File: src/core/cvsf_defines.svh
// Offsets, bit positions, masks, reset values and temperature hysteresis of the converter status flags
`ifndef CVSF_DEFINES_SVH
`define CVSF_DEFINES_SVH

// Command codes of the status bytes
`define CVSF_INPUT_STATUS_CMD         8'h7c
`define CVSF_TEMPERATURE_STATUS_CMD   8'h7d
`define CVSF_COMMUNICATION_STATUS_CMD 8'h7e
`define CVSF_VENDOR_FAULT_STATUS_CMD  8'h80

// Bit positions
`define CVSF_IN_LOW_SUPPLY_BIT 4
`define CVSF_TEMP_FAULT_BIT    7
`define CVSF_TEMP_WARN_BIT     6
`define CVSF_COMM_BAD_CMD_BIT  7
`define CVSF_COMM_BAD_DATA_BIT 6
`define CVSF_COMM_PEC_BIT      5
`define CVSF_COMM_MEM_BIT      4
`define CVSF_COMM_OTHER_BIT    1
`define CVSF_VF_DIE_TSD_BIT    7
`define CVSF_VF_ZERO_BIT       6
`define CVSF_VF_MULTI_BIT      5
`define CVSF_VF_BOOT_STRAP_BIT 4
`define CVSF_VF_SS_STRAP_BIT   3
`define CVSF_VF_RESET_VOUT_BIT 2
`define CVSF_VF_FOLLOWER_BIT   1
`define CVSF_VF_SYNC_BIT       0

// Writable bit masks of each byte
`define CVSF_INPUT_W1C_MASK  8'h10
`define CVSF_TEMP_W1C_MASK   8'hc0
`define CVSF_COMM_W1C_MASK   8'hf2
`define CVSF_VENDOR_W1C_MASK 8'h98

// Reset values
`define CVSF_INPUT_RESET  8'h10
`define CVSF_ZERO_RESET   8'h00

// Temperature hysteresis before an overtemperature flag may stay clear, in degrees C
`define CVSF_TEMP_HYST_C 8'h14

`endif

File: src/core/cvsf_pkg.sv
// Types shared by the converter status flag logic
package cvsf_pkg;

    // Host access to a status byte
    typedef struct packed {
        logic       wr;
        logic [7:0] cmd;
        logic [7:0] data;
    } cvsf_host_wr_t;

    // One-shot communication fault events
    typedef struct packed {
        logic bad_cmd;
        logic bad_data;
        logic pec_fail;
        logic mem_fault;
        logic other;
    } cvsf_comm_evt_t;

    // Supply tracking states, one-hot
    typedef enum logic [1:0] {
        CVSF_POWERUP = 2'b01,
        CVSF_RUNNING = 2'b10
    } cvsf_supply_state_t;

endpackage

File: src/core/cvsf_temp_flag.sv
// One latched overtemperature flag with clear-and-reassert hysteresis
`timescale 1ns/10ps
`default_nettype none
`include "cvsf_defines.svh"

module cvsf_temp_flag (
    input  wire logic       clock_i,
    input  wire logic       resetn_i,
    input  wire logic [7:0] temp_i,
    input  wire logic [7:0] limit_i,
    input  wire logic       clear_i,
    output logic            flag_o
);
    logic [8:0] rearm_level;
    wire        at_limit;
    wire        still_hot;
    logic       cleared_hot;

    // Signed-safe compare: limit minus hysteresis may underflow, so widen
    assign rearm_level = {1'b0, limit_i} - {1'b0, `CVSF_TEMP_HYST_C};
    assign at_limit    = temp_i >= limit_i;
    assign still_hot   = rearm_level[8] ? 1'b1 : ({1'b0, temp_i} > rearm_level);

    // Set wins over clear; a flag cleared while still hot comes back next cycle
    always_ff @(posedge clock_i or negedge resetn_i) begin
        if (!resetn_i) begin
            flag_o      <= 1'b0;
            cleared_hot <= 1'b0;
        end else begin
            if (at_limit || cleared_hot) begin
                flag_o <= 1'b1;
            end else if (clear_i) begin
                flag_o <= 1'b0;
            end
            cleared_hot <= clear_i && flag_o && still_hot && !at_limit;
        end
    end

    cleared_reasserts_a: assert property (@(posedge clock_i) disable iff (!resetn_i)
        (clear_i && flag_o && still_hot && !at_limit) |=> ##1 flag_o)
        else $error("hot flag not reasserted");
endmodule
`default_nettype wire

File: src/core/cvsf_fsm_check.sv
// Legality check of the one-hot operation state vector
`timescale 1ns/10ps
`default_nettype none

module cvsf_fsm_check (
    input  wire logic [7:0] state_i,
    output logic            zero_o,
    output logic            multi_o
);
    // Clearing the lowest set bit leaves a nonzero value only if at least two bits were high
    assign zero_o  = state_i == 8'h00;
    assign multi_o = (state_i & (state_i - 8'h01)) != 8'h00;
endmodule
`default_nettype wire

File: src/core/cvsf_status.sv
// Converter status flag bytes: input, temperature, communication and vendor status
// What this block does
// Input undervoltage flag is set at power-up until supply first exceeds turn-on level.
// That power-up indication is unlatched and never raises the alert.
// After first turn-on, any drop below turn-off level latches the flag and alerts.
// Writable flags clear by host write; stored mask bits gate them from the alert.
// Overtemperature fault and warning set when temperature reaches their limits.
// A cleared overtemperature flag returns unless temperature fell 20 C below limit.
// Communication bit 7 sets on an invalid or unsupported command.
// Communication bit 6 sets on invalid or unsupported data.
// Communication bit 5 sets on a failed packet error check.
// Communication bit 4 sets on memory fault, bit 1 on other faults.
// Vendor bit 7 sets when die temperature exceeds thermal shutdown.
// Vendor bit 6 sets on an all-zero operation state, no alert.
// Vendor bit 5 sets when several operation state bits are high, no alert.
// Vendor bit 4 sets on boot voltage strap failure and raises the alert.
// A loop master stays off on boot voltage strap failure unless the override option is set.
// Strap failure flags clear only by clear-faults or writing 1.
// Vendor bit 3 sets on soft-start strap failure, information only.
// A loop follower holds both strap failure flags at zero.
// Vendor bit 2 shows power-good pin low with boot voltage reload, no alert.
// Vendor bit 1 shows whether this device is the loop follower.
// Vendor bit 0 is a live sync fault indicator without alert.
// Writing 1 clears a flag; writing 0 leaves it unchanged.
// Alert asserts while any latched, alert-capable, unmasked flag is set.
`timescale 1ns/10ps
`default_nettype none
`include "cvsf_defines.svh"

module cvsf_status (
    input  wire logic                    clock_i,
    input  wire logic                    resetn_i,
    // Host write of a status byte and the clear-faults command
    input  wire cvsf_pkg::cvsf_host_wr_t host_wr_i,
    input  wire logic                    clear_faults_i,
    // Read selection, answered next cycle
    input  wire logic [7:0]              rd_cmd_i,
    output logic [7:0]                   rd_data_o,
    // Alert mask bytes held in nonvolatile memory
    input  wire logic [7:0]              input_mask_i,
    input  wire logic [7:0]              temp_mask_i,
    input  wire logic [7:0]              comm_mask_i,
    input  wire logic [7:0]              vendor_mask_i,
    // Analog status
    input  wire logic                    analog_supply_above_on_i,
    input  wire logic                    analog_supply_below_off_i,
    input  wire logic [7:0]              ext_temp_i,
    input  wire logic [7:0]              overtemperature_fault_level_i,
    input  wire logic [7:0]              overtemperature_warning_level_i,
    input  wire logic                    die_over_thermal_shutdown_i,
    // Communication events
    input  wire cvsf_pkg::cvsf_comm_evt_t comm_evt_i,
    // Operation state vector, one-hot when healthy
    input  wire logic [7:0]              op_state_i,
    // Strap detection
    input  wire logic                    boot_strap_fail_i,
    input  wire logic                    soft_start_strap_fail_i,
    input  wire logic                    drive_on_invalid_select_enable_i,
    input  wire logic                    loop_follower_i,
    input  wire logic                    reset_power_good_pin_low_i,
    input  wire logic                    boot_voltage_reload_req_i,
    input  wire logic                    sync_fault_i,
    // Results
    output logic                         smbus_alert_o,
    output logic                         stage_enable_ok_o,
    output logic [7:0]                   input_status_o,
    output logic [7:0]                   temperature_status_o,
    output logic [7:0]                   communication_status_o,
    output logic [7:0]                   vendor_fault_status_o
);
    cvsf_pkg::cvsf_supply_state_t supply_state;
    cvsf_pkg::cvsf_supply_state_t next_supply_state;
    logic       low_supply;
    logic       low_supply_latched;
    logic [7:0] comm_flags;
    logic [4:0] vendor_latched;
    logic       boot_fail_seen;
    logic       temp_fault;
    logic       temp_warn;
    logic       fsm_zero;
    logic       fsm_multi;

    // Write decode: one clear mask per byte, clear-faults clears every writable bit
    wire [7:0] wr_data     = host_wr_i.data;
    wire       wr_input    = host_wr_i.wr && host_wr_i.cmd == `CVSF_INPUT_STATUS_CMD;
    wire       wr_temp     = host_wr_i.wr && host_wr_i.cmd == `CVSF_TEMPERATURE_STATUS_CMD;
    wire       wr_comm     = host_wr_i.wr && host_wr_i.cmd == `CVSF_COMMUNICATION_STATUS_CMD;
    wire       wr_vendor   = host_wr_i.wr && host_wr_i.cmd == `CVSF_VENDOR_FAULT_STATUS_CMD;
    wire [7:0] clr_input   = ({8{clear_faults_i}} | ({8{wr_input}} & wr_data))
                             & `CVSF_INPUT_W1C_MASK;
    wire [7:0] clr_temp    = ({8{clear_faults_i}} | ({8{wr_temp}} & wr_data))
                             & `CVSF_TEMP_W1C_MASK;
    wire [7:0] clr_comm    = ({8{clear_faults_i}} | ({8{wr_comm}} & wr_data))
                             & `CVSF_COMM_W1C_MASK;
    wire [7:0] clr_vendor  = ({8{clear_faults_i}} | ({8{wr_vendor}} & wr_data))
                             & `CVSF_VENDOR_W1C_MASK;

    // Supply tracking: power-up phase ends the first time the supply passes turn-on
    always_comb begin
        next_supply_state = supply_state;
        case (supply_state)
            cvsf_pkg::CVSF_POWERUP: begin
                if (analog_supply_above_on_i) begin
                    next_supply_state = cvsf_pkg::CVSF_RUNNING;
                end
            end
            cvsf_pkg::CVSF_RUNNING: begin
                next_supply_state = cvsf_pkg::CVSF_RUNNING;
            end
            default: begin
                next_supply_state = cvsf_pkg::CVSF_POWERUP;
            end
        endcase
    end

    always_ff @(posedge clock_i or negedge resetn_i) begin
        if (!resetn_i) begin
            supply_state <= cvsf_pkg::CVSF_POWERUP;
        end else begin
            supply_state <= next_supply_state;
        end
    end

    // Power-up indication is live and unlatched; later drops latch and alert
    wire in_powerup = supply_state == cvsf_pkg::CVSF_POWERUP;
    always_ff @(posedge clock_i or negedge resetn_i) begin
        if (!resetn_i) begin
            low_supply_latched <= 1'b0;
        end else if (!in_powerup && analog_supply_below_off_i) begin
            low_supply_latched <= 1'b1;
        end else if (clr_input[`CVSF_IN_LOW_SUPPLY_BIT]) begin
            low_supply_latched <= 1'b0;
        end
    end
    // Host cannot clear the power-up indication; it tracks the supply only
    wire low_supply_now = (in_powerup && !analog_supply_above_on_i)
                          || low_supply_latched;

    // Overtemperature flags with hysteresis on re-arm
    cvsf_temp_flag u_temp_fault (
        .clock_i  (clock_i),
        .resetn_i (resetn_i),
        .temp_i   (ext_temp_i),
        .limit_i  (overtemperature_fault_level_i),
        .clear_i  (clr_temp[`CVSF_TEMP_FAULT_BIT]),
        .flag_o   (temp_fault)
    );
    cvsf_temp_flag u_temp_warn (
        .clock_i  (clock_i),
        .resetn_i (resetn_i),
        .temp_i   (ext_temp_i),
        .limit_i  (overtemperature_warning_level_i),
        .clear_i  (clr_temp[`CVSF_TEMP_WARN_BIT]),
        .flag_o   (temp_warn)
    );

    // Operation state legality
    cvsf_fsm_check u_fsm_check (
        .state_i  (op_state_i),
        .zero_o   (fsm_zero),
        .multi_o  (fsm_multi)
    );

    // Communication event vector in bit order; set wins over clear
    wire [7:0] comm_set = {comm_evt_i.bad_cmd,
                           comm_evt_i.bad_data,
                           comm_evt_i.pec_fail,
                           comm_evt_i.mem_fault,
                           2'b00,
                           comm_evt_i.other,
                           1'b0};
    genvar gi;
    generate
        for (gi = 0; gi < 8; gi = gi + 1) begin : g_comm
            always_ff @(posedge clock_i or negedge resetn_i) begin
                if (!resetn_i) begin
                    comm_flags[gi] <= 1'b0;
                end else begin
                    comm_flags[gi] <= comm_set[gi] | (comm_flags[gi] & ~clr_comm[gi]);
                end
            end
        end
    endgenerate

    // Vendor latched flags: die shutdown, zero, multi, boot strap, soft-start strap
    wire [4:0] vendor_set = {die_over_thermal_shutdown_i,
                             fsm_zero,
                             fsm_multi,
                             boot_strap_fail_i,
                             soft_start_strap_fail_i};
    // Zero and multi flags are read-only, so only reset clears them
    wire [4:0] vendor_clr = {clr_vendor[`CVSF_VF_DIE_TSD_BIT], 2'b00,
                             clr_vendor[`CVSF_VF_BOOT_STRAP_BIT],
                             clr_vendor[`CVSF_VF_SS_STRAP_BIT]};
    // A follower forces the strap flags low regardless of events
    wire [4:0] vendor_hold = {3'b111, {2{~loop_follower_i}}};
    always_ff @(posedge clock_i or negedge resetn_i) begin
        if (!resetn_i) begin
            vendor_latched <= 5'h00;
        end else begin
            vendor_latched <= (vendor_set | (vendor_latched & ~vendor_clr)) & vendor_hold;
        end
    end

    // Boot strap failure disables a master until reset, unless the option overrides it
    always_ff @(posedge clock_i or negedge resetn_i) begin
        if (!resetn_i) begin
            boot_fail_seen <= 1'b0;
        end else if (boot_strap_fail_i && !loop_follower_i) begin
            boot_fail_seen <= 1'b1;
        end
    end

    // Assemble the status bytes; live bits come straight from their inputs
    wire [7:0] next_input  = {3'b000, low_supply_now, 4'h0};
    wire [7:0] next_temp   = {temp_fault, temp_warn, 6'h00};
    wire [7:0] next_vendor = {vendor_latched,
                              reset_power_good_pin_low_i && boot_voltage_reload_req_i,
                              loop_follower_i,
                              sync_fault_i};

    // Alert sources exclude the power-up indication and every informational bit
    wire [7:0] alert_input  = {3'b000, low_supply_latched, 4'h0} & ~input_mask_i;
    wire [7:0] alert_temp   = next_temp & ~temp_mask_i & `CVSF_TEMP_W1C_MASK;
    wire [7:0] alert_comm   = comm_flags & ~comm_mask_i & `CVSF_COMM_W1C_MASK;
    wire [7:0] alert_vendor = next_vendor & ~vendor_mask_i & 8'h90;
    wire       next_alert   = |{alert_input, alert_temp, alert_comm, alert_vendor};

    wire [7:0] next_rd = (rd_cmd_i == `CVSF_INPUT_STATUS_CMD)         ? next_input :
                         (rd_cmd_i == `CVSF_TEMPERATURE_STATUS_CMD)   ? next_temp :
                         (rd_cmd_i == `CVSF_COMMUNICATION_STATUS_CMD) ? comm_flags :
                         (rd_cmd_i == `CVSF_VENDOR_FAULT_STATUS_CMD)  ? next_vendor :
                         8'h00;

    // Output registers; input byte resets showing the power-up indication
    always_ff @(posedge clock_i or negedge resetn_i) begin
        if (!resetn_i) begin
            input_status_o         <= `CVSF_INPUT_RESET;
            temperature_status_o   <= `CVSF_ZERO_RESET;
            communication_status_o <= `CVSF_ZERO_RESET;
            vendor_fault_status_o  <= `CVSF_ZERO_RESET;
            rd_data_o              <= `CVSF_ZERO_RESET;
            smbus_alert_o          <= 1'b0;
            stage_enable_ok_o      <= 1'b0;
        end else begin
            input_status_o         <= next_input;
            temperature_status_o   <= next_temp;
            communication_status_o <= comm_flags;
            vendor_fault_status_o  <= next_vendor;
            rd_data_o              <= next_rd;
            smbus_alert_o          <= next_alert;
            stage_enable_ok_o      <= loop_follower_i || !(boot_fail_seen || boot_strap_fail_i)
                                      || drive_on_invalid_select_enable_i;
        end
    end

    // Bytes are registered, so a latched set shows two edges after its event
    powerup_low_a: assert property (@(posedge clock_i) disable iff (!resetn_i)
        (in_powerup && !analog_supply_above_on_i) |=> input_status_o[4])
        else $error("power-up low supply not shown");
    powerup_no_alert_a: assert property (@(posedge clock_i) disable iff (!resetn_i)
        (in_powerup && !(|alert_comm) && !(|alert_temp) && !(|alert_vendor))
        |=> !smbus_alert_o)
        else $error("alert during power-up");
    drop_latches_a: assert property (@(posedge clock_i) disable iff (!resetn_i)
        (!in_powerup && analog_supply_below_off_i) |=> ##1 input_status_o[4])
        else $error("supply drop not latched");
    bad_cmd_flag_a: assert property (@(posedge clock_i) disable iff (!resetn_i)
        comm_evt_i.bad_cmd |=> ##1 communication_status_o[7])
        else $error("bad command not flagged");
    bad_data_flag_a: assert property (@(posedge clock_i) disable iff (!resetn_i)
        comm_evt_i.bad_data |=> ##1 communication_status_o[6])
        else $error("bad data not flagged");
    pec_flag_a: assert property (@(posedge clock_i) disable iff (!resetn_i)
        comm_evt_i.pec_fail |=> ##1 communication_status_o[5])
        else $error("pec failure not flagged");
    mem_flag_a: assert property (@(posedge clock_i) disable iff (!resetn_i)
        comm_evt_i.mem_fault |=> ##1 communication_status_o[4])
        else $error("memory fault not flagged");
    die_tsd_flag_a: assert property (@(posedge clock_i) disable iff (!resetn_i)
        die_over_thermal_shutdown_i |=> ##1 vendor_fault_status_o[7])
        else $error("die shutdown not flagged");
    strap_alert_a: assert property (@(posedge clock_i) disable iff (!resetn_i)
        (boot_strap_fail_i && !loop_follower_i && !vendor_mask_i[4]) |=> ##1 smbus_alert_o)
        else $error("strap failure without alert");
    follower_strap_a: assert property (@(posedge clock_i) disable iff (!resetn_i)
        $past(loop_follower_i) |-> vendor_latched[1:0] == 2'b00)
        else $error("follower strap flag set");
    sync_live_a: assert property (@(posedge clock_i) disable iff (!resetn_i)
        sync_fault_i |=> vendor_fault_status_o[0])
        else $error("sync fault not shown");
    write_zero_keeps_a: assert property (@(posedge clock_i) disable iff (!resetn_i)
        (wr_comm && !clear_faults_i && !wr_data[5] && comm_flags[5]) |=> comm_flags[5])
        else $error("write of zero cleared flag");
    multi_no_alert_a: assert property (@(posedge clock_i) disable iff (!resetn_i)
        (fsm_multi && !(|alert_input) && !(|alert_temp) && !(|alert_comm)
         && !(|alert_vendor)) |=> !smbus_alert_o)
        else $error("informational flag raised alert");
    master_held_off_a: assert property (@(posedge clock_i) disable iff (!resetn_i)
        (boot_strap_fail_i && !loop_follower_i && !drive_on_invalid_select_enable_i)
        |=> !stage_enable_ok_o)
        else $error("master enabled after strap failure");
endmodule
`default_nettype wire

File: config.mk
export PLATFORM = sky130hd
export DESIGN_NAME = cvsf_status
export DESIGN_NICKNAME = d
export VERILOG_FILES = /design/src/core/cvsf_pkg.sv /design/src/core/cvsf_temp_flag.sv /design/src/core/cvsf_fsm_check.sv /design/src/core/cvsf_status.sv
export VERILOG_INCLUDE_DIRS = /design/src /design/src/core
export SDC_FILE = /design/constraint.sdc
export NUM_CORES = 1
export LEC_CHECK = 0
export ABC_AREA = 0
export BUFFER_PORTS_ARGS = -buffer_cell sky130_fd_sc_hd__buf_2
export CAP_MARGIN = 0
export CORE_UTILIZATION = 25
export CTS_BUF_LIST = sky130_fd_sc_hd__clkbuf_8
export CTS_CLUSTER_DIAMETER = 150
export CTS_CLUSTER_SIZE = 28
export DETAILED_ROUTE_END_ITERATION = 6
export PLACE_DENSITY_LB_ADDON = 0.3
export SLEW_MARGIN = 20
export SYNTH_ARGS = -nofsm -noshare
export SYNTH_HDL_FRONTEND = slang
export SYNTH_SLANG_ARGS = --single-unit
File: constraint.sdc
create_clock -name clock_i -period 1.4 [get_ports clock_i]
set_input_delay 0.07 -clock clock_i [delete_from_list [all_inputs] [get_ports clock_i]]
set_output_delay 0.07 -clock clock_i [all_outputs]
set_load 0.03 [all_outputs]
# Yosys cells after proc, flatten, opt, wreduce, memory -nomap -nowiden
# Cells that the tools add are included.
# op_classes
add_sub_neg	3
order_cmp	4
n_eq_ne	11
muxes	14
n_bitwise	37
n_reduce_logical	32
# op_table
cell	count
$and 8x8->8	7
$eq 8x7->1 const B	6
$mux 8	4
$not 8->8	4
$or 8x8->8	3
$gt 8x9->1	2
$sub 8x5->9 const B	2
$reduce_or 17->1	1
$eq 8x8->1 const B	2
$ge 8x8->1	2
$and 5x5->5	3
$logic_and 1x1->1	14
$or 5x5->5	2
$and 5x8->8	1
$logic_not 8->1	1
$mux 1	8
$reduce_bool 8->1	1
$sub 8x1->8 const B	1
$logic_not 1->1	6
$logic_or 1x1->1	6
$not 1->1	6
$reduce_bool 2->1	3
$and 1x1->1	5
$not 5->5	1
6 further kinds	10
# totals
register_bits	44
output_inout_bits	42
elab_cells	121

# Longest topological paths before layout
# Gate-level depths: netlist of the first run.
# logic_depth
word_depth	8
depth_mapped	10
mapped_depth_nobuf	10

# By module
# Synthesis of the first run repeated with hierarchy kept, for this count alone.
# hier_totals
cells_unflattened	275
area_unflattened_um2	2793.9
# by_module_without_submodules
module	n_inst	cells_per_inst	area_per_inst_um2	seq_area_each_um2
cvsf_status	1	149	1730.4	1003.5
cvsf_temp_flag	2	58	493.0	50.0
cvsf_fsm_check	1	10	77.6	0.0

# Worst setup path before layout of the first run
# Ideal clock, no wire load.
# synth_path
kind	input to register
startpoint	input port overtemperature_warning_level_i[2]
endpoint	register u_temp_warn.cleared_hot
setup_ps	111
t_arrival_ps	1522
path_slack_ps	-234
stages	9
path_cell_list	inv_1 > ha_1 > o21a_1 > xnor2_1 > ha_1 > nand4_1 > a31oi_1 > o21ai_1 > a2111oi_2
# synth_between
elab_chain_len	5
elab_cells_between_ends	7
# synth_lines
item	line_no	rtl
from (decl)	cvsf_status.sv:49	input wire logic [7:0] overtemperature_warning_level_i,
$sub 8x5->9	cvsf_temp_flag.sv:20	assign rearm_level = {1'b0, limit_i} - {1'b0, `CVSF_TEMP_HYST_C};
$gt 8x9->1	cvsf_temp_flag.sv:22	assign still_hot = rearm_level[8] ? 1'b1 : ({1'b0, temp_i} > rearm_level);
$mux 1	cvsf_temp_flag.sv:22	
$logic_and 1x1->1	cvsf_temp_flag.sv:35	cleared_hot <= clear_i && flag_o && still_hot && !at_limit;
$logic_and 1x1->1 *	cvsf_temp_flag.sv:35	
to (signal assigned)	cvsf_temp_flag.sv:35	
to (decl)	cvsf_temp_flag.sv:17	logic cleared_hot;
# Every way passes the cells marked *; elsewhere a longest branch is shown, timed or not.
# A chain may end at the register's enable or synchronous reset.

# Worst setup path in the final report of the first run
# layout_path
startpoint	input port overtemperature_warning_level_i[3]
endpoint	register u_temp_warn.cleared_hot
# Same word-level chain as after synthesis.

==> results of run 1 <==
final cells by class:
| class | count | area share |
|---|---|---|
| clock buffers | 7 | 0.0244 |
| inverters | 33 | 0.0416 |
| multi-input cells | 184 | 0.374 |
| flip-flops and latches | 44 | 0.280 |
| well taps | 136 | 0.0431 |
| repair buffers | 151 | 0.237 |
sequential cells by signal (all words and copies together) (netlist names):
| register | cells |
|---|---|
| smbus_alert_o | 1 |
| vendor_fault_status_o | 8 |
| supply_state | 2 |
| u_temp_fault.flag_o | 1 |
| stage_enable_ok_o | 1 |
| boot_fail_seen | 1 |
| temperature_status_o | 2 |
| u_temp_fault.cleared_hot | 1 |
| rd_data_o | 8 |
| comm_flags | 5 |
| u_temp_warn.flag_o | 1 |
| communication_status_o | 5 |
| u_temp_warn.cleared_hot | 1 |
| vendor_latched | 5 |
| input_status_o | 1 |
| low_supply_latched | 1 |
metal layers:
layer | share of wire | track usage | up-vias | routed length (µm)
met3 | 0.071 | 0.0245 | 5 | 525
met2 | 0.46 | 0.228 | 106 | 3390
met4 | 0.0076 | 0.0268 | 0 | 56
met5 | 0 | 0 | - | 0
met1 | 0.46 | 0.168 | 1163 | 3370
li1 | - | - | 1239 | -
timing repair:
item | 4_1_cts | 5_1_grt
gates resized for setup | 14 | 4
endpoints found under the setup margin | 2 | 4
buffers inserted | 2 | 0
gates cloned | 0 | 0
pin swaps | 8 | 2
hold buffers | 12 | 0
hold endpoints to repair | 24 | 0
kinds of logic (layout without fill, tap and decap cells):
logic type / Yosys count / after routing / share of synthesized area
AO/OA/AOI/OAI: 64 / 64 / 0.178
XOR/XNOR: 8 / 8 / 0.0258
adder cells (fa/ha/maj): 32 / 32 / 0.147
buffers and inverters: 50 / 191 / 0.0912
flip-flops: 44 / 44 / 0.406
multiplexers: 1 / 1 / 0.00415
other: 1 / 16 / 0.00138
AND/OR/NAND/NOR: 63 / 63 / 0.146
worst max-delay path, stage by stage:
cell and delay [ns]:
buf_12 0.09, inv_12 0.03, ha_4 0.14, o21a_1 0.19, xnor2_1 0.13, ha_1 0.31, nand4_1 0.10, a31oi_1 0.16
o21ai_1 0.10, a2111oi_2 0.29
how the worst max path moves through the flow:
stage,start,to,cells after the start,slack [ns]
final,overtemperature_warning_level_i[3],u_temp_warn.cleared_hot,10,-0.04
after global placement,overtemperature_warning_level_i[3],u_temp_warn.cleared_hot,10,-0.48
after CTS,overtemperature_warning_level_i[3],u_temp_warn.cleared_hot,10,-0.05
after floorplan,overtemperature_warning_level_i[3],u_temp_warn.cleared_hot,9,-0.20
after global routing,overtemperature_warning_level_i[2],u_temp_warn.cleared_hot,10,-0.13
after detailed placement,overtemperature_warning_level_i[3],u_temp_warn.cleared_hot,10,-0.51
through the flow:
stage	TNS, ns	cell area [µm²]	hold WS [ns]	power (mW)
2_1_floorplan	-0.220	2850	-0.226	1.92
3_3_place_gp	-1.27	3650	-0.0122	2.27
3_5_place_dp	-1.33	3650	-0.00298	2.28
4_1_cts	-0.0535	3930	0.00600	3.16
5_1_grt	-0.247	3940	0.0111	3.32
6_report	-0.0535	3940	0.0149	3.12
synth_stat cells, types with 3 or more instances:
cell type / instances
inv_1: 33
a31o_2: 6
a21o_1: 5
a21oi_1: 9
nand3_1: 4
and2_1: 4
nand2_1: 10
o31ai_1: 3
nor4_1: 3
nand2b_1: 3
and4b_1: 5
nand4b_1: 3
o21ai_0: 5
xnor2_1: 6
nor3_1: 6
ha_1: 31
nor2_1: 8
buf_4: 16
dfrtp_1: 42
nand4_1: 4
o21a_1: 5
a211o_1: 4
o22ai_1: 5
power groups by stage:
| stage | clock, mW | combinational [mW] | sequential [mW] |
|---|---|---|---|
| 2_1_floorplan | 0 | 0.433 | 1.49 |
| 3_3_place_gp | 0 | 0.847 | 1.42 |
| 3_5_place_dp | 0 | 0.860 | 1.42 |
| 4_1_cts | 0.846 | 0.919 | 1.39 |
| 5_1_grt | 0.904 | 1.01 | 1.40 |
| 6_report | 0.813 | 0.918 | 1.39 |
==> metrics.cfg, run 1 <==
[worst_hold_path]
min_to=rd_data_o[4]
hp-class=input port to flip-flop
whs_path_depth=2
min_from=rd_cmd_i[0]

[place]
dp_hpwl_mm=6.36
place.gp.congestion=0.785
place.port_buffers=108
dp.cells=534
place_ws_ns=-0.509

[setup_path]
reg2reg_slack_ns=0.10
reg2reg_depth=5
timing.rr.end=rd_data_o[4]
start_kind=input port
cp_data_required_time_ns=1.58
critPathMaxFanout=3
r2r_start=supply_state[0]
critical_path_class=input port to flip-flop
cp-end-kind=flip-flop
worstPathArrival_ns=1.62

[logic_synthesis]
synthTopCellsByArea=dfrtp_1, ha_1, inv_1
synth_top_flop_cell=dfrtp_1
syn_area_per_cell_um2=10.3
ys_seq_elements=44
synth_warnings=0
yosysTopAreaCellShare=0.387
yosysTopAreaCell=dfrtp_1
synth_cells=263
synth.cell_area_um2=2720
ys_seq_area_frac=0.406
synthArstFlopShare=1.00
synth.distinct_cells=54
synth-edff-count=0

[clocking]
clkSlewWorstSetupHoldPaths_ns=0.07
clk_path_buf_depth=2
cts_tree=yes
clock_latency_ns=0.28
cts.sinks=44
numCtsBuffers=5
cts_root_buf=clkbuf_8
h-tree-depth=2

[timing]
drv_slew=0
skew_ns=0.00464
final-setup-viol-count=2
period_share=1.03
min_period_ns=1.44
hold_viol_final=0
rsz0062_at_grt=true
max_freq_mhz=695
worst_slack_ns=-0.0396

[power]
power_density_nw_per_um2=792
peakVddDrop_mv=0.425
power_leakage_nw=2.03
clock_power_share=0.260
switchingPower_mw=0.914
internal_power_mw=2.21
seqPwrFrac=0.446
switching_share=0.293
p_comb_frac=0.294

[outcome]
violations=negative setup slack
status=complete, but fails checks

[route]
post_drt_wl_per_cell_um=13.2
vias=2513
drt.antenna.violating_nets=0
drc=0
drt_iter0_markers=52
dr.pass1.iters=6
via_per_inst=4.53
routed_wl_mm=7.35

[global_route]
grt_usage=0.131
grt_pass1_wl_mm=11.5
overflow=0
grt_pass1_vias=2396
antenna_found_initial=0
grt_max_degree=17

[floorplan]
core_um2=10400
dieHeight_um=106
start_util=0.261
ioPinCount=149
rows=37
dieArea_um2=11300
die_x_um=106

[cells_and_area]
nets=557
utilization=0.379
area_growth_syn_to_layout_pct=45.3
nFillCells=1062
multiInputGateArea_um2=1480
regArea_um2=1100
mostFrequentLayoutCells=buf_2, dfrtp_1, buf_4
layout.cells.non_filler=555
final_common_cell=buf_2
final_layout_size_suffix_gt1_frac=0.411
antenna_cells=0

[flow_run]
cap_violations=0

Power figures use the tool's default switching activity.
==> inputs of run 2 (changes only) <==
--- a/config.mk
+++ b/config.mk
@@ -15,6 +15,7 @@
 export CTS_CLUSTER_SIZE = 28
 export DETAILED_ROUTE_END_ITERATION = 6
 export PLACE_DENSITY_LB_ADDON = 0.3
+export SKIP_CTS_REPAIR_TIMING = 1
 export SLEW_MARGIN = 20
 export SYNTH_ARGS = -nofsm -noshare
 export SYNTH_HDL_FRONTEND = slang
==> run 2 against run 1 <==
The run still ends with negative setup slack left. Die area did not move. First-iteration DRC count fell by 23%. Hold slack got worse by 0.0099 ns. Global-route usage fell by 0.16 points. Cell count did not move. Critical path depth did not move. Sequential share of layout area fell by 0.11 points. Maximum frequency fell by 0.45%. Combinational power rose by 0.7%. Cell area rose by 0.38%. Sequential cell count did not move. Sequential power barely moved. Largest power group unchanged.
==> metrics.cfg, run 2 (synthesis results as in run 1) <==
[outcome]
status=complete, but fails checks
violations=negative setup slack

[power]
p_comb_frac=0.295  ; about the same
switching_share=0.293  ; +0.000640
internal_power_mw=2.21  ; +0.15%
power_leakage_nw=2.03  ; +0.19%
peakVddDrop_mv=0.427  ; +0.31%
seqPwrFrac=0.445  ; about the same
power_density_nw_per_um2=791  ; -0.14%
clock_power_share=0.260  ; about the same
switchingPower_mw=0.918  ; +0.46%
power_mw=3.13  ; +0.24%

[floorplan]
die_x_um=106  ; unchanged
rows=37  ; unchanged
dieHeight_um=106  ; unchanged
ioPinCount=149  ; unchanged
dieArea_um2=11300  ; unchanged
core_um2=10400  ; unchanged
start_util=0.261  ; unchanged

[setup_path]
critical_path_class=input port to flip-flop
cp-end-kind=flip-flop
reg2reg_depth=5  ; unchanged
cp-startpoint=overtemperature_warning_level_i[2]
r2r_start=supply_state[0]
critPathMaxFanout=3  ; unchanged
worstPathArrival_ns=1.62  ; about the same
cp_data_required_time_ns=1.58  ; about the same
start_kind=input port

[clocking]
h-tree-depth=2  ; unchanged
clkSlewWorstSetupHoldPaths_ns=0.07  ; about the same
cts.sinks=44  ; unchanged
cts_root_buf=clkbuf_8
cts_tree=yes
numCtsBuffers=5  ; unchanged
clock_latency_ns=0.28  ; about the same
clk_path_buf_depth=2  ; unchanged

[cells_and_area]
antenna_cells=0  ; unchanged
reg_top3=rd_data_o x8, vendor_fault_status_o x8
mostFrequentLayoutCells=buf_2, dfrtp_1, buf_4
nets=557  ; unchanged
final_area_um2=3960  ; +0.38%
final_common_cell=buf_2
final_layout_size_suffix_gt1_frac=0.418  ; +0.00716
area_growth_syn_to_layout_pct=45.8

[timing]
skew_ns=0.00555  ; +0.000909 ns
hold_viol_final=0  ; unchanged
max_freq_mhz=691  ; -0.45%
rsz0062_at_grt=true
setup_tns_ns=-0.0618  ; -0.00823 ns
final-setup-viol-count=2  ; unchanged
worst_slack_ns=-0.0462  ; -0.00655 ns
min_period_ns=1.45  ; +0.00655 ns
period_share=1.03  ; +0.00468
drv_slew=0  ; unchanged

[global_route]
grt_max_degree=17  ; unchanged
overflow=0  ; unchanged
grt_usage=0.129  ; -0.00157
grt_pass1_vias=2350  ; -1.9%
antenna_found_initial=0  ; unchanged
grt_pass1_wl_mm=11.4  ; -1.1%

[route]
drt.antenna.violating_nets=0  ; unchanged
post_drt_wl_per_cell_um=13.3  ; +0.30%
via_per_inst=4.52  ; -0.12%
drt_iter0_markers=40  ; -23%
vias=2510  ; -0.12%
routed_wl_mm=7.37  ; +0.30%
drc=0  ; unchanged
dr.pass1.iters=4  ; -2

[flow_run]
cap_violations=0  ; unchanged

[place]
dp_hpwl_mm=6.36  ; unchanged
place.port_buffers=108  ; unchanged
placed_area_um2=3650  ; unchanged
place.gp.congestion=0.785  ; unchanged

[worst_hold_path]
hp-class=input port to flip-flop
whs_path_depth=3  ; +1
min_from=soft_start_strap_fail_i

## run 2: final cells by class
| class | instances | area [µm²] |
|---|---|---|
| clock buffer | 7 | 96.3 |
| timing repair buffer | 151 | 941 |
| sequential | 44 | 1100 |
| tap | 136 | 170 |
| fill | 1065 | 6460 |
| inverter | 33 | 164 |
| multi-input combinational | 184 | 1480 |
## run 2: metal layers
layer	track usage	wire, µm	vias to the layer above
met1	0.167	3410	1161
met3	0.0251	496	5
met2	0.224	3410	106
met4	0.0268	56	0
li1	-	-	1238
met5	0	0	-
## run 2: through the flow
step	hold WS, ns	util	instances	setup WS (ns)
5_1_grt	0.0111	0.380	555	-0.129
2_1_floorplan	-0.226	-	278	-0.200
3_5_place_dp	-0.00298	0.350	534	-0.509
6_report	0.00500	0.380	555	-0.0462
4_1_cts	-0.313	0.360	541	-0.219
3_3_place_gp	-0.0122	0.350	534	-0.485
## run 2: critical path, cell delays in order
cell and delay, ns:
buf_8 0.09, inv_8 0.03, ha_4 0.14, o21a_1 0.19, xnor2_1 0.14, ha_1 0.31
nand4_1 0.10, a31oi_1 0.15, o21ai_1 0.11, a2111oi_2 0.29
## run 2: path summary, 6_finish.rpt
check	to	slack, ns
hold / removal	vendor_latched[0]	0.005
hold reg to reg	vendor_fault_status_o[4]	0.41
max in group asynchronous	supply_state[0]	0.64
setup / recovery	u_temp_warn.cleared_hot	-0.05
setup reg to reg	rd_data_o[4]	0.10
min in group asynchronous	rd_data_o[3]	0.22
## run 2: power by group through the flow
stage          sequential, mW  combinational (mW)  clock, mW
4_1_cts                  1.39               0.864      0.846
5_1_grt                  1.40                1.02      0.904
3_5_place_dp             1.42               0.860          0
6_report                 1.39               0.924      0.814
3_3_place_gp             1.42               0.847          0
2_1_floorplan            1.49               0.433          0
==> inputs of run 3 (changes only) <==
--- a/config.mk
+++ b/config.mk
@@ -6,16 +6,16 @@
 export SDC_FILE = /design/constraint.sdc
 export NUM_CORES = 1
 export LEC_CHECK = 0
-export ABC_AREA = 0
+export ABC_AREA = 1
 export BUFFER_PORTS_ARGS = -buffer_cell sky130_fd_sc_hd__buf_2
 export CAP_MARGIN = 0
+export CORE_ASPECT_RATIO = 1.5
 export CORE_UTILIZATION = 25
 export CTS_BUF_LIST = sky130_fd_sc_hd__clkbuf_8
 export CTS_CLUSTER_DIAMETER = 150
 export CTS_CLUSTER_SIZE = 28
 export DETAILED_ROUTE_END_ITERATION = 6
 export PLACE_DENSITY_LB_ADDON = 0.3
-export SKIP_CTS_REPAIR_TIMING = 1
 export SLEW_MARGIN = 20
 export SYNTH_ARGS = -nofsm -noshare
 export SYNTH_HDL_FRONTEND = slang
==> run 3 against run 2 <==
The flow now finishes without violations. Largest power group unchanged. Critical endpoint is now u_temp_fault.cleared_hot. Die area increased by 6.0%. Clock power increased by 19%. Critical path depth increased by 5. Combinational power increased by 19%.
==> metrics.cfg, run 3 <==
[outcome]
status=finished, final reports clean

[timing]
rsz0062_at_grt=true
drv_slew=0  ; unchanged
final-setup-viol-count=0  ; -2
skew_ns=0.00169  ; -0.00386 ns
max_freq_mhz=765  ; +11%
min_period_ns=1.31  ; -0.139 ns
hold_viol_final=0  ; unchanged
period_share=0.934  ; -0.0994

[logic_synthesis]
ys_seq_area_frac=0.383  ; -0.0231
synth.cell_area_um2=2880  ; +6.0%
synth.distinct_cells=41  ; -24%
synthArstFlopShare=1.00  ; unchanged
synth-edff-count=0  ; unchanged
synth_cells=347  ; +32%
synth_common_cells=nand2_1, inv_1, dfrtp_1
synthTopCellsByArea=dfrtp_1, ha_1, nand2_1
synth.most_common_cell=nand2_1
yosysTopAreaCellShare=0.365  ; -0.0220
synth_warnings=0  ; unchanged
syn_area_per_cell_um2=8.30  ; -20%
ys_seq_elements=44  ; unchanged
synth_top_flop_cell=dfrtp_1
yosysTopAreaCell=dfrtp_1

[cells_and_area]
area_growth_syn_to_layout_pct=41.8
reg_top3=rd_data_o x8, vendor_fault_status_o x8
final_common_cell=buf_2
final_layout_size_suffix_gt1_frac=0.359  ; -0.0588
mostFrequentLayoutCells=buf_2, nand2_1, inv_1
nets=633  ; +14%
antenna_cells=0  ; unchanged
layout.cells.non_filler=643  ; +16%

[route]
routed_wl_mm=7.59  ; +3.1%
drt.antenna.violating_nets=0  ; unchanged
vias=2691  ; +7.2%
dr.pass1.iters=4  ; unchanged
drt_iter0_markers=81  ; +100%
post_drt_wl_per_cell_um=11.8  ; -11%
via_per_inst=4.19  ; -7.5%
drc=0  ; unchanged

[clocking]
cts.sinks=44  ; unchanged
cts_tree=yes
h-tree-depth=2  ; unchanged
clock_latency_ns=0.30  ; +0.02 ns
cts_root_buf=clkbuf_8
clk_path_buf_depth=2  ; unchanged
clkSlewWorstSetupHoldPaths_ns=0.08  ; about the same
numCtsBuffers=5  ; unchanged

[power]
peakVddDrop_mv=0.445  ; +4.4%
power_leakage_nw=2.21  ; +8.6%
power_density_nw_per_um2=866  ; +9.5%
power_mw=3.53  ; +13%

[floorplan]
dieArea_um2=12000  ; +6.0%
dieHeight_um=133  ; +26%
rows=47  ; +27%
ioPinCount=149  ; unchanged
die_x_um=89.6  ; -16%
start_util=0.259  ; -0.00163
core_um2=11100  ; +6.7%

[global_route]
grt_pass1_wl_mm=12.0  ; +4.8%
antenna_found_initial=0  ; unchanged
grt_usage=0.131  ; +0.00143
grt_pass1_vias=2734  ; +16%
grt_max_degree=31  ; +14
overflow=0  ; unchanged

[setup_path]
start_kind=input port
critPathMaxFanout=3  ; unchanged
worstPathArrival_ns=1.50  ; -0.12 ns
cp_slowest_stage_delay_ns=0.29  ; -0.02 ns
cp_data_required_time_ns=1.59  ; about the same
critical_path_class=input port to flip-flop
path_cells=buf_4 > inv_6 > ha_4 > inv_2 > nand2_2 > nand2_2 > xor2_1 > ha_1 > nand2_1 > inv_2 > nand3_2 > nor3_2 > nor2_1 > nand2_1 > a21oi_2
crit_path_top_delay_cell=ha_1
cp-end-kind=flip-flop

[place]
place.gp.congestion=0.796  ; +1.4%
place.port_buffers=108  ; unchanged
dp.cells=617  ; +16%
dp_hpwl_mm=6.49  ; +2.1%

[flow_run]
cap_violations=0  ; unchanged

[worst_hold_path]
hp-class=input port to flip-flop

run 3: changes by cell type after synthesis, sizes merged, moves of 5 or more:
| cell | before | now |
|---|---|---|
| nand2 | 10 | 74 |
| xor2 | 2 | 7 |
| nor2 | 8 | 35 |
| o21ai | 6 | 12 |
| inv | 33 | 62 |
| xnor2 | 6 | 0 |
| and4b | 5 | 0 |
run 3: cell families after synthesis:
logic type,Yosys count,synth area share
AOI/OAI and AO/OA,47,0.112
other,1,0.00130
and+or+nand+nor,138,0.223
buffers and inverters,79,0.124
DFF,44,0.383
adders and majority gates,31,0.135
xor gates and xnor gates,7,0.0213
run 3: timing repair:
item	4_1_cts	5_1_grt
endpoints found under the hold margin	42	0
buffers inserted	0	2
pin swaps	0	18
setup endpoints to repair	1	2
resized for setup	1	19
hold buffers	16	0
run 3: worst max-delay path: cells and delay by family:
kind | cells | cell delay [ns]
xor gates and xnor gates | 1 | 0.14
buffers and inverters | 4 | 0.27
AOI/OAI and AO/OA | 1 | 0.05
adders and majority gates | 2 | 0.41
and+or+nand+nor | 7 | 0.57
run 3: worst paths after layout:
path                                       endpoint  slack (ns)  cells past startpoint                             start
hold reg to reg            vendor_fault_status_o[6]        0.38                      0                 vendor_latched[3]
setup / recovery           u_temp_fault.cleared_hot        0.09                     15  overtemperature_fault_level_i[3]
min in group asynchronous             comm_flags[1]        0.22                      2                          resetn_i
setup reg to reg                       rd_data_o[4]        0.18                      7                   supply_state[0]
max in group asynchronous           supply_state[0]        0.64                      3                          resetn_i
hold / removal                         rd_data_o[2]        0.01                      3        reset_power_good_pin_low_i
run 3: routing by layer:
metal	vias up	wire length, µm	track usage
met5	-	0	0
met4	0	112	0.0388
met3	7	411	0.0204
met2	96	4200	0.259
met1	1206	2870	0.133
li1	1382	-	-
run 3: power breakdown:
part	switching [mW]	internal (mW)	total (mW)
combinational	0.650	0.448	1.10
sequential	0.0578	1.41	1.47
clock	0.442	0.528	0.970
total	1.15	2.38	3.53
run 3: metrics by stage:
step	setup WS, ns	instance area, µm²	hold WS [ns]	utilization	TNS [ns]
3_3_place_gp	-0.283	3730	-0.00696	0.336	-0.506
6_report	0.0930	4080	0.0119	0.367	0
2_1_floorplan	-0.0296	2990	-0.226	-	-0.0296
4_1_cts	0.0248	4010	0.0000890	0.360	0
5_1_grt	-0.0498	4080	0.0277	0.367	-0.0637
3_5_place_dp	-0.337	3730	0.00346	0.336	-0.617
run 3: area by class of cell:
cell class                 instances  area, µm²
inverter                          63        264
timing repair buffer             142        882
sequential                        44       1100
clock buffer                       5       68.8
multi-input combinational        239       1540
fill                            1162       7030
tap                              147        184
clock inverter                     3       42.5
